[config.mk]
export PLATFORM = sky130hd
export DESIGN_NAME = oot_top
export DESIGN_NICKNAME = d
export VERILOG_FILES = /design/src/logic/oot_pkg.sv /design/src/logic/oot_srch_if.sv /design/src/logic/oot_chan.sv /design/src/logic/oot_search.sv /design/src/logic/oot_top.sv
export SDC_FILE = /design/constraint.sdc
export NUM_CORES = 1
export LEC_CHECK = 0
export ABC_AREA = 1
export BUFFER_PORTS_ARGS = -buffer_cell sky130_fd_sc_hd__buf_2
export CAP_MARGIN = 0
export CORE_MARGIN = 2
export CORE_UTILIZATION = 35
export CTS_CLUSTER_DIAMETER = 200
export CTS_CLUSTER_SIZE = 28
export DETAILED_ROUTE_END_ITERATION = 6
export GPL_TIMING_DRIVEN = 1
export HOLD_SLACK_MARGIN = 0.08
export SLEW_MARGIN = 0
export SYNTH_ARGS = -nofsm -noshare
export SYNTH_HDL_FRONTEND = slang
export SYNTH_SLANG_ARGS = --single-unit
export TNS_END_PERCENT = 20
[constraint.sdc]
create_clock -name hclk -period 1.9 [get_ports hclk]
set_input_delay 0.38 -clock hclk [delete_from_list [all_inputs] [get_ports hclk]]
set_output_delay 0.38 -clock hclk [all_outputs]
set_load 0.01 [all_outputs]
[src/logic/oot_pkg.sv]
`default_nettype none
package oot_pkg;
	// ==========================================
	// register map, byte addresses
	localparam logic [7:0] A0_CTRL_OFS = 8'h00;
	localparam logic [7:0] A0_TRIM_OFS = 8'h04;
	localparam logic [7:0] A1_CTRL_OFS = 8'h08;
	localparam logic [7:0] A1_TRIM_OFS = 8'h0c;
	localparam logic [7:0] CAL_CTRL_OFS = 8'h10;
	localparam logic [7:0] CAL_STAT_OFS = 8'h14;
	// ==========================================
	// control register fields
	localparam int CTRL_EN_BIT = 6;
	localparam int CTRL_STAT_BIT = 5;
	localparam int CTRL_BW_LSB = 0;
	// ==========================================
	// trim register fields
	localparam int TRIM_MODE_BIT = 7;
	localparam int TRIM_REF_BIT = 6;
	localparam int TRIM_CODE_LSB = 0;
	localparam int TRIM_W = 6;
	localparam logic [5:0] TRIM_CODE_RST = 6'h20;
	localparam logic [5:0] TRIM_ZERO = 6'h00;
	localparam logic [5:0] TRIM_ONES = 6'h3f;
	// ==========================================
	// search engine control and status fields
	localparam int CAL_START_BIT = 0;
	localparam int CAL_SEL_BIT = 1;
	localparam int CAL_SETTLE_LSB = 8;
	localparam int SETTLE_W = 16;
	localparam int STAT_BUSY_BIT = 0;
	localparam int STAT_DONE_BIT = 1;
	localparam int STAT_LOW_LSB = 8;
	localparam int STAT_UP_LSB = 16;
	// ==========================================
	// settling time after a trim update
	localparam int CLK_MHZ = 200;
	localparam int SETTLE_NS = 1000;
	localparam int SETTLE_CYC = (SETTLE_NS * CLK_MHZ + 999) / 1000;
	localparam logic [15:0] SETTLE_RST = 16'(SETTLE_CYC);
	// ==========================================
	// ahb constants
	localparam logic [1:0] HTRANS_NONSEQ = 2'h2;
	localparam logic [2:0] HSIZE_WORD = 3'h2;
	typedef enum {S_IDLE, S_WAIT} oot_sst_t;
endpackage
`default_nettype wire

[src/logic/oot_srch_if.sv]
`timescale 1ns/1ps
`default_nettype none
interface oot_srch_if;
	logic start;
	logic [15:0] settle;
	logic status;
	logic busy;
	logic done;
	logic trim_we;
	logic [5:0] trim_val;
	logic [5:0] lower;
	logic [5:0] upper;
	modport ctl (output start, output settle, output status, input busy, input done,
		input trim_we, input trim_val, input lower, input upper);
	modport eng (input start, input settle, input status, output busy, output done,
		output trim_we, output trim_val, output lower, output upper);
endinterface
`default_nettype wire

[src/logic/oot_chan.sv]
`timescale 1ns/1ps
`default_nettype none
module oot_chan (
	// clock and reset
	input wire logic hclk,
	input wire logic hresetn,
	// software writes
	input wire logic ctrl_we,
	input wire logic trim_we,
	input wire logic [7:0] wdata,
	// search engine writes
	input wire logic eng_we,
	input wire logic [5:0] eng_trim,
	// amplifier side
	input wire logic cmp_in,
	output logic amp_en,
	output logic [1:0] amp_bw,
	output logic cal_mode_select,
	output logic cal_ref_select,
	output logic [5:0] trim_code,
	output logic amp_output_status
);
	typedef struct packed {
		logic en;
		logic [1:0] bw;
		logic mode;
		logic rsel;
		logic [5:0] trim;
		logic stat;
	} oot_chst_t;
	oot_chst_t st_ff, nxt_st;
	// ==========================================
	// next state
	always_comb begin
		nxt_st = st_ff;
		if (ctrl_we) begin
			nxt_st.en = wdata[oot_pkg::CTRL_EN_BIT];
			nxt_st.bw = wdata[oot_pkg::CTRL_BW_LSB +: 2];
		end
		if (eng_we) begin
			nxt_st.mode = 1'b1;
			nxt_st.rsel = 1'b1;
			nxt_st.trim = eng_trim;
		end else if (trim_we) begin
			nxt_st.mode = wdata[oot_pkg::TRIM_MODE_BIT];
			nxt_st.rsel = wdata[oot_pkg::TRIM_REF_BIT];
			nxt_st.trim = wdata[oot_pkg::TRIM_CODE_LSB +: oot_pkg::TRIM_W];
		end
		nxt_st.stat = st_ff.mode & cmp_in;
	end
	always_ff @(posedge hclk or negedge hresetn) begin
		if (!hresetn) begin
			st_ff <= '{en: 1'b0, bw: 2'h0, mode: 1'b0, rsel: 1'b0,
				trim: oot_pkg::TRIM_CODE_RST, stat: 1'b0};
		end else begin
			st_ff <= nxt_st;
		end
	end
	assign amp_en = st_ff.en;
	assign amp_bw = st_ff.bw;
	assign cal_mode_select = st_ff.mode;
	assign cal_ref_select = st_ff.rsel;
	assign trim_code = st_ff.trim;
	assign amp_output_status = st_ff.stat;
endmodule
`default_nettype wire

[src/logic/oot_search.sv]
`timescale 1ns/1ps
`default_nettype none
module oot_search (
	// clock and reset
	input wire logic hclk,
	input wire logic hresetn,
	// control side
	oot_srch_if.eng sif
);
	typedef struct packed {
		oot_pkg::oot_sst_t sm;
		logic down;
		logic first;
		logic refv;
		logic [15:0] cnt;
		logic [5:0] code;
		logic [5:0] lower;
		logic [5:0] upper;
		logic we;
		logic done;
	} oot_sest_t;
	oot_sest_t st_ff, nxt_st;
	logic [6:0] sum;
	// ==========================================
	// search sequencer
	always_comb begin
		nxt_st = st_ff;
		nxt_st.we = 1'b0;
		sum = {1'b0, st_ff.lower} + {1'b0, st_ff.code};
		case (st_ff.sm)
			oot_pkg::S_IDLE: begin
				if (sif.start) begin
					nxt_st.sm = oot_pkg::S_WAIT;
					nxt_st.down = 1'b0;
					nxt_st.first = 1'b1;
					nxt_st.code = oot_pkg::TRIM_ZERO;
					nxt_st.cnt = sif.settle;
					nxt_st.we = 1'b1;
					nxt_st.done = 1'b0;
				end
			end
			oot_pkg::S_WAIT: begin
				if (st_ff.cnt != 16'h0000) begin
					nxt_st.cnt = st_ff.cnt - 16'h0001;
				end else if (st_ff.first) begin
					nxt_st.first = 1'b0;
					nxt_st.refv = sif.status;
				end else if (sif.status != st_ff.refv ||
					st_ff.code == (st_ff.down ? oot_pkg::TRIM_ZERO : oot_pkg::TRIM_ONES)) begin
					if (!st_ff.down) begin
						nxt_st.lower = st_ff.code;
						nxt_st.down = 1'b1;
						nxt_st.first = 1'b1;
						nxt_st.code = oot_pkg::TRIM_ONES;
						nxt_st.cnt = sif.settle;
						nxt_st.we = 1'b1;
					end else begin
						nxt_st.upper = st_ff.code;
						nxt_st.code = sum[6:1];
						nxt_st.we = 1'b1;
						nxt_st.done = 1'b1;
						nxt_st.sm = oot_pkg::S_IDLE;
					end
				end else begin
					nxt_st.code = st_ff.down ? st_ff.code - 6'h01 : st_ff.code + 6'h01;
					nxt_st.cnt = sif.settle;
					nxt_st.we = 1'b1;
				end
			end
			default: nxt_st.sm = oot_pkg::S_IDLE;
		endcase
	end
	always_ff @(posedge hclk or negedge hresetn) begin
		if (!hresetn) begin
			st_ff <= '{sm: oot_pkg::S_IDLE, down: 1'b0, first: 1'b0, refv: 1'b0, cnt: 16'h0000,
				code: oot_pkg::TRIM_ZERO, lower: 6'h00, upper: 6'h00, we: 1'b0, done: 1'b0};
		end else begin
			st_ff <= nxt_st;
		end
	end
	assign sif.busy = (st_ff.sm != oot_pkg::S_IDLE);
	assign sif.done = st_ff.done;
	assign sif.trim_we = st_ff.we;
	assign sif.trim_val = st_ff.code;
	assign sif.lower = st_ff.lower;
	assign sif.upper = st_ff.upper;
endmodule
`default_nettype wire

[src/logic/oot_top.sv]
// Function
// - trim bit 7 picks normal amplification or offset calibration mode
// - trim bit 6 picks calibration reference: inverting or non-inverting input
// - trim bits 5..0 drive offset correction, writable any time except a cycle the search engine writes that amplifier, keep restored value
// - two independent amplifiers, each enabled or disabled by software
// - output status bit follows amplifier only in calibration mode, else low
//
// Local design decisions: the register addresses and the AHB-Lite slave port.
`timescale 1ns/1ps
`default_nettype none
module oot_top #(
	parameter int ADDR_W = 8
) (
	// clock and reset
	input wire logic hclk,
	input wire logic hresetn,
	// ahb-lite slave
	input wire logic hsel,
	input wire logic [ADDR_W-1:0] haddr,
	input wire logic [1:0] htrans,
	input wire logic hwrite,
	input wire logic [2:0] hsize,
	input wire logic [31:0] hwdata,
	input wire logic hready,
	output logic hreadyout,
	output logic [31:0] hrdata,
	output logic hresp,
	// amplifier zero
	input wire logic amp0_cmp,
	output logic amp0_en,
	output logic [1:0] amp0_bw,
	output logic amp0_cal_mode_select,
	output logic amp0_cal_ref_select,
	output logic [5:0] amp0_trim_code,
	// amplifier one
	input wire logic amp1_cmp,
	output logic amp1_en,
	output logic [1:0] amp1_bw,
	output logic amp1_cal_mode_select,
	output logic amp1_cal_ref_select,
	output logic [5:0] amp1_trim_code
);
	typedef struct packed {
		logic wpend;
		logic [7:0] waddr;
		logic rpend;
		logic [7:0] raddr;
		logic rdy;
		logic [31:0] rdata;
		logic start;
		logic sel;
		logic [15:0] settle;
	} oot_bst_t;
	oot_bst_t st_ff, nxt_st;
	oot_srch_if sif ();
	logic [7:0] wbyte;
	logic [7:0] rd_ctrl0, rd_ctrl1, rd_trim0, rd_trim1;
	logic stat0, stat1;
	logic take;

	// ==========================================
	// helpers
	function automatic logic hit(input logic [7:0] a, input logic [7:0] ofs);
		hit = (a == ofs);
	endfunction

	function automatic logic [7:0] ctrl_val(input logic en, input logic st, input logic [1:0] bw);
		ctrl_val = 8'h00;
		ctrl_val[oot_pkg::CTRL_EN_BIT] = en;
		ctrl_val[oot_pkg::CTRL_STAT_BIT] = st;
		ctrl_val[oot_pkg::CTRL_BW_LSB +: 2] = bw;
	endfunction

	function automatic logic [7:0] trim_val(input logic m, input logic r, input logic [5:0] c);
		trim_val = {m, r, c};
	endfunction

	// ==========================================
	// amplifier channels
	oot_chan u_amp0 (
		.hclk(hclk),
		.hresetn(hresetn),
		.ctrl_we(st_ff.wpend && hit(st_ff.waddr, oot_pkg::A0_CTRL_OFS)),
		.trim_we(st_ff.wpend && hit(st_ff.waddr, oot_pkg::A0_TRIM_OFS)),
		.wdata(wbyte),
		.eng_we(sif.trim_we && !st_ff.sel),
		.eng_trim(sif.trim_val),
		.cmp_in(amp0_cmp),
		.amp_en(amp0_en),
		.amp_bw(amp0_bw),
		.cal_mode_select(amp0_cal_mode_select),
		.cal_ref_select(amp0_cal_ref_select),
		.trim_code(amp0_trim_code),
		.amp_output_status(stat0)
	);

	oot_chan u_amp1 (
		.hclk(hclk),
		.hresetn(hresetn),
		.ctrl_we(st_ff.wpend && hit(st_ff.waddr, oot_pkg::A1_CTRL_OFS)),
		.trim_we(st_ff.wpend && hit(st_ff.waddr, oot_pkg::A1_TRIM_OFS)),
		.wdata(wbyte),
		.eng_we(sif.trim_we && st_ff.sel),
		.eng_trim(sif.trim_val),
		.cmp_in(amp1_cmp),
		.amp_en(amp1_en),
		.amp_bw(amp1_bw),
		.cal_mode_select(amp1_cal_mode_select),
		.cal_ref_select(amp1_cal_ref_select),
		.trim_code(amp1_trim_code),
		.amp_output_status(stat1)
	);

	// ==========================================
	// search engine
	oot_search u_search (
		.hclk(hclk),
		.hresetn(hresetn),
		.sif(sif.eng)
	);

	assign sif.start = st_ff.start;
	assign sif.settle = st_ff.settle;
	assign sif.status = st_ff.sel ? stat1 : stat0;

	// ==========================================
	// register read views
	assign wbyte = hwdata[7:0];
	assign rd_ctrl0 = ctrl_val(amp0_en, stat0, amp0_bw);
	assign rd_ctrl1 = ctrl_val(amp1_en, stat1, amp1_bw);
	assign rd_trim0 = trim_val(amp0_cal_mode_select, amp0_cal_ref_select, amp0_trim_code);
	assign rd_trim1 = trim_val(amp1_cal_mode_select, amp1_cal_ref_select, amp1_trim_code);

	function automatic logic [31:0] read_reg(input logic [7:0] a);
		read_reg = 32'h0000_0000;
		if (hit(a, oot_pkg::A0_CTRL_OFS)) begin
			read_reg[7:0] = rd_ctrl0;
		end else if (hit(a, oot_pkg::A0_TRIM_OFS)) begin
			read_reg[7:0] = rd_trim0;
		end else if (hit(a, oot_pkg::A1_CTRL_OFS)) begin
			read_reg[7:0] = rd_ctrl1;
		end else if (hit(a, oot_pkg::A1_TRIM_OFS)) begin
			read_reg[7:0] = rd_trim1;
		end else if (hit(a, oot_pkg::CAL_CTRL_OFS)) begin
			read_reg[oot_pkg::CAL_SEL_BIT] = st_ff.sel;
			read_reg[oot_pkg::CAL_SETTLE_LSB +: oot_pkg::SETTLE_W] = st_ff.settle;
		end else if (hit(a, oot_pkg::CAL_STAT_OFS)) begin
			read_reg[oot_pkg::STAT_BUSY_BIT] = sif.busy;
			read_reg[oot_pkg::STAT_DONE_BIT] = sif.done;
			read_reg[oot_pkg::STAT_LOW_LSB +: oot_pkg::TRIM_W] = sif.lower;
			read_reg[oot_pkg::STAT_UP_LSB +: oot_pkg::TRIM_W] = sif.upper;
		end
	endfunction

	// ==========================================
	// bus slave: writes zero wait, reads one wait state
	assign take = hsel && hready && htrans[1];

	always_comb begin
		nxt_st = st_ff;
		nxt_st.start = 1'b0;
		nxt_st.wpend = 1'b0;
		nxt_st.rpend = 1'b0;
		nxt_st.rdy = 1'b1;
		if (st_ff.wpend && hit(st_ff.waddr, oot_pkg::CAL_CTRL_OFS)) begin
			if (!sif.busy) begin
				nxt_st.sel = hwdata[oot_pkg::CAL_SEL_BIT];
				nxt_st.start = hwdata[oot_pkg::CAL_START_BIT];
			end
			nxt_st.settle = hwdata[oot_pkg::CAL_SETTLE_LSB +: oot_pkg::SETTLE_W];
		end
		if (st_ff.rpend) begin
			nxt_st.rdata = read_reg(st_ff.raddr);
		end
		if (take) begin
			if (hwrite) begin
				nxt_st.wpend = 1'b1;
				nxt_st.waddr = 8'(haddr);
			end else begin
				nxt_st.rpend = 1'b1;
				nxt_st.raddr = 8'(haddr);
				nxt_st.rdy = 1'b0;
			end
		end
	end

	always_ff @(posedge hclk or negedge hresetn) begin
		if (!hresetn) begin
			st_ff <= '{wpend: 1'b0, waddr: 8'h00, rpend: 1'b0, raddr: 8'h00, rdy: 1'b1,
				rdata: 32'h0000_0000, start: 1'b0, sel: 1'b0, settle: oot_pkg::SETTLE_RST};
		end else begin
			st_ff <= nxt_st;
		end
	end

	assign hreadyout = st_ff.rdy;
	assign hrdata = st_ff.rdata;
	assign hresp = 1'b0;
endmodule
`default_nettype wire

==> impl_metrics.yaml <==
layout:
  n_fill_cell: 1840
  antenna_diode_instance_count: 0
  finalNetCount: 1016
  post-route-util_pct: 44.8
  area.growth.synth_to_final_pct: 25.4
  layout-drive-gt1-share_pct: 25.7
worst_setup_path:
  cp_max_fo: 9
  worstRegToRegCells: 10
  worst_path_dominant_cell_family: "simple AND/OR/NAND/NOR gates"
  worst-endpoint-arrival_ps: 2240
  crit-reg2reg-capture: "u_search.st_ff[32]"
  worstSetupEndpoint: "u_search.st_ff[32]"
  worstSetupStartpoint: "u_search.st_ff[38]"
  critical_path.cell_chain: "ha_4 -> inv_2 -> nor3_4 -> nand2_1 -> nand2_2 -> nand3_1 -> nand3_2 -> buf_4 -> nand2_1 -> nand2_1"
  worst_setup_slack_for_register_to_register_paths_ps: 20
  worst_reg2reg_path_startpoint: "u_search.st_ff[38]"
  worst_setup_path_start_kind: "flop"
  cp_slowest_cell: "sky130_fd_sc_hd__dfrtp_2"
  crit_type: "flop to flop"
  cpMostUsedCell: "sky130_fd_sc_hd__nand2_1"
  timing.critical_path.required_ps: 2260
  timing.critical_path.to_type: "flop"
  cp_slowest_stage_delay_ps: 510
  cp.depth: 10
  crit_buf_inv: 2
synthesis:
  yosysSeqAreaShare_pct: 46.9
  netlist-cell-type-count: 43
  syn-instance-count: 832
  synth_warnings: 0
  synth_async_sr_flop_share_pct: 100
  synth_area_per_cell_um2: 8.03
  synth_common_cells: "sky130_fd_sc_hd__nand2_1, sky130_fd_sc_hd__dfrtp_1, sky130_fd_sc_hd__inv_1"
  synth_area_leaders: "sky130_fd_sc_hd__dfrtp_1, sky130_fd_sc_hd__nand2_1, sky130_fd_sc_hd__inv_1"
  synth-seq-cells: 125
  synth_ff_type: "sky130_fd_sc_hd__dfrtp_1"
  post_synthesis_cell_type_with_the_largest_combined_area: "sky130_fd_sc_hd__dfrtp_1"
  netlist.area_leader.share_pct: 44.6
  synth_edf_count: 0
  post_synthesis_instance_area_um2: 6680
  post-synth-top-count-cell: "sky130_fd_sc_hd__nand2_1"
die:
  core.rowCount: 50
  core_area_um2: 18700
  design.portCount: 108
  die_width_um: 142
  design.die.area_um2: 20200
  die_y_um: 142
  floorplan.initialDensity_pct: 35.7
sta:
  final_max_slew_viol_count: 0
  fin_ws_ps: 23.0
  grt_setup_unrepaired: "yes"
  period_share_pct: 98.8
  report.final.setup_viol: 0
  worst-slew-pin-transition_ps: 513
  timing.final.hold_violations: 0
  fin_tns_setup_ps: 0
  slew_headroom_pct: 65.7
  min_cycle_time_layout_ps: 1880
  skew_ps: 9.54
  max_freq_mhz: 533
status:
  run_status: "completed"
clock_tree:
  tritoncts_sinks: 125
  clk_root_buffer_cell: "sky130_fd_sc_hd__clkbuf_16"
  tritoncts: "done"
  htree_levels: 4
  clkSlewWorstSetupHoldPaths_ps: 60
  clk-insertion-delay-late_ps: 420
  cts.path.max_buffers: 2
  inserted_clock_buffers: 17
placed_design:
  hpwl_um: 13000
  portBuffers: 86
  placement.setup.worst_slack_ps: -89.7
  gpl_congestion: 0.888
grt:
  grt_start_max_net_pins: 55
  first_global_vias: 5584
  grt_antenna_before_repair: 0
  grt-ovfl-total: 0
  grt_util_all_layers_pct: 18.5
  wire_length_of_the_first_global_routing_pass_um: 29100
min_path:
  holdPathStages: 3
  hold_path.class: "primary input to flop"
detailed_routing:
  post_drt_wl_per_cell_um: 14.8
  drt-total-wl_um: 17700
  vias: 5780
  drtAntennaViolNets: 0
  detail_route.drc_violations: 0
  drt_iter0_drc: 297
  routed_via_density: 4.82
  drtPass1Iterations: 4
pwr:
  pwr-share-clk_pct: 36.4
  power.ir.vdd_worst_mv: 0.625
  p_per_area_nw_per_um2: 1210
  power.total_w: 0.0101
  sequentialPowerShare_pct: 36.8
  share_comb_of_total_power_pct: 26.9
  p_sw_w: 0.00327
  switching_share_pct: 32.3
  power.leakage_nw: 4.29
  cell_internal_pwr_w: 0.00687
flow_run:
  cap_violations: 0
-- worst min-delay path: stages --
cell and delay [ps]:
sky130_fd_sc_hd__buf_2 70, sky130_fd_sc_hd__nand2_1 40, sky130_fd_sc_hd__inv_1 40
-- cell type report --
class / count / area [um2] / share of cell area [%]
clock buffers: 20 / 447 / 5.33
clock inverters: 12 / 216 / 2.58
inverters: 88 / 343 / 4.09
multi-input cells: 573 / 3020 / 36.0
flip-flops and latches: 125 / 3140 / 37.4
well taps: 234 / 293 / 3.49
repair buffers: 147 / 926 / 11.0
-- cells by family after synthesis --
group | synth area share (%)
other | 0.0561
DFF | 46.9
muxes | 0.168
AOI/OAI and AO/OA | 12.1
xor gates and xnor gates | 2.36
adders and majority gates | 2.47
and+or+nand+nor | 25.6
buffers and inverters | 10.3
-- metal layers --
| layer | share of wire, % | GRT usage [%] |
|---|---|---|
| met5 | 0 | 0 |
| met4 | 2.1 | 6.53 |
| met3 | 4.5 | 3.67 |
| met2 | 47 | 28.4 |
| met1 | 46 | 26.2 |
-- layout by cell type, fill, tap and decap left out, types with 5 or more instances in the layout --
cell,instances
sky130_fd_sc_hd__buf_4,57
sky130_fd_sc_hd__nand2_1,243
sky130_fd_sc_hd__xnor2_1,12
sky130_fd_sc_hd__nor2_1,58
sky130_fd_sc_hd__dfrtp_1,117
sky130_fd_sc_hd__a21oi_1,30
sky130_fd_sc_hd__dfstp_2,6
sky130_fd_sc_hd__inv_2,5
sky130_fd_sc_hd__nand2_2,11
sky130_fd_sc_hd__ha_4,5
sky130_fd_sc_hd__nand3_1,39
sky130_fd_sc_hd__a31oi_1,5
sky130_fd_sc_hd__ha_1,5
sky130_fd_sc_hd__xor2_1,6
sky130_fd_sc_hd__o21ai_0,58
sky130_fd_sc_hd__conb_1,9
sky130_fd_sc_hd__buf_2,85
sky130_fd_sc_hd__inv_1,78
sky130_fd_sc_hd__o21ai_2,13
sky130_fd_sc_hd__nor3_1,7
sky130_fd_sc_hd__clkbuf_16,17
sky130_fd_sc_hd__nand4_1,7
sky130_fd_sc_hd__o211ai_1,9
sky130_fd_sc_hd__bufinv_16,6
sky130_fd_sc_hd__o22ai_1,15
-- per-stage QoR --
step                hold WS [ps]  cell area (um2)  std cells
detailed placement           272             7520       1158
global placement             275             7520       1158
global route                 138             8380       1199
floorplan                   84.4             6730        840
finish                       140             8380       1199
CTS                          130             8230       1191
-- how the worst min path moves through the flow --
stage                   from                       end  slack [ps]
floorplan            hresetn                 hrdata[0]          80
global placement     hresetn                 st_ff[56]         270
detailed placement   hresetn                 st_ff[56]         270
CTS                 amp1_cmp  u_amp1.amp_output_status         130
global route        amp1_cmp  u_amp1.amp_output_status         140
finish              amp1_cmp  u_amp1.amp_output_status         140
-- repair_timing --
| action | CTS | global route |
|---|---|---|
| setup buffers | 0 | 7 |
| hold endpoints to repair | 14 | 0 |
| cloned | 0 | 1 |
| gates resized for setup | 7 | 28 |
| endpoints found under the setup margin | 34 | 39 |
| hold buffers | 1 | 0 |
| pin swaps | 3 | 6 |
-- state kept, by name, summed over array words and instances, names as in the netlist, 2 cells and up --
register               count
hrdata                    24
u_search.st_ff            20
st_ff                     19
sif.settle                16
u_amp0.trim_code           6
u_amp1.trim_code           6
u_search.sif.lower         6
u_search.sif.trim_val      6
u_search.sif.upper         6
u_amp0.amp_bw              2
u_amp1.amp_bw              2
-- power by group through the flow --
stage / Combinational [W] / Sequential [W] / Clock (W)
6_report: 0.00272 / 0.00373 / 0.00369
5_1_grt: 0.00310 / 0.00381 / 0.00387
4_1_cts: 0.00270 / 0.00373 / 0.00373
3_5_place_dp: 0.00267 / 0.00377 / 0
3_3_place_gp: 0.00264 / 0.00376 / 0
2_1_floorplan: 0.00167 / 0.00375 / 0
Power figures use the tool's default switching activity.
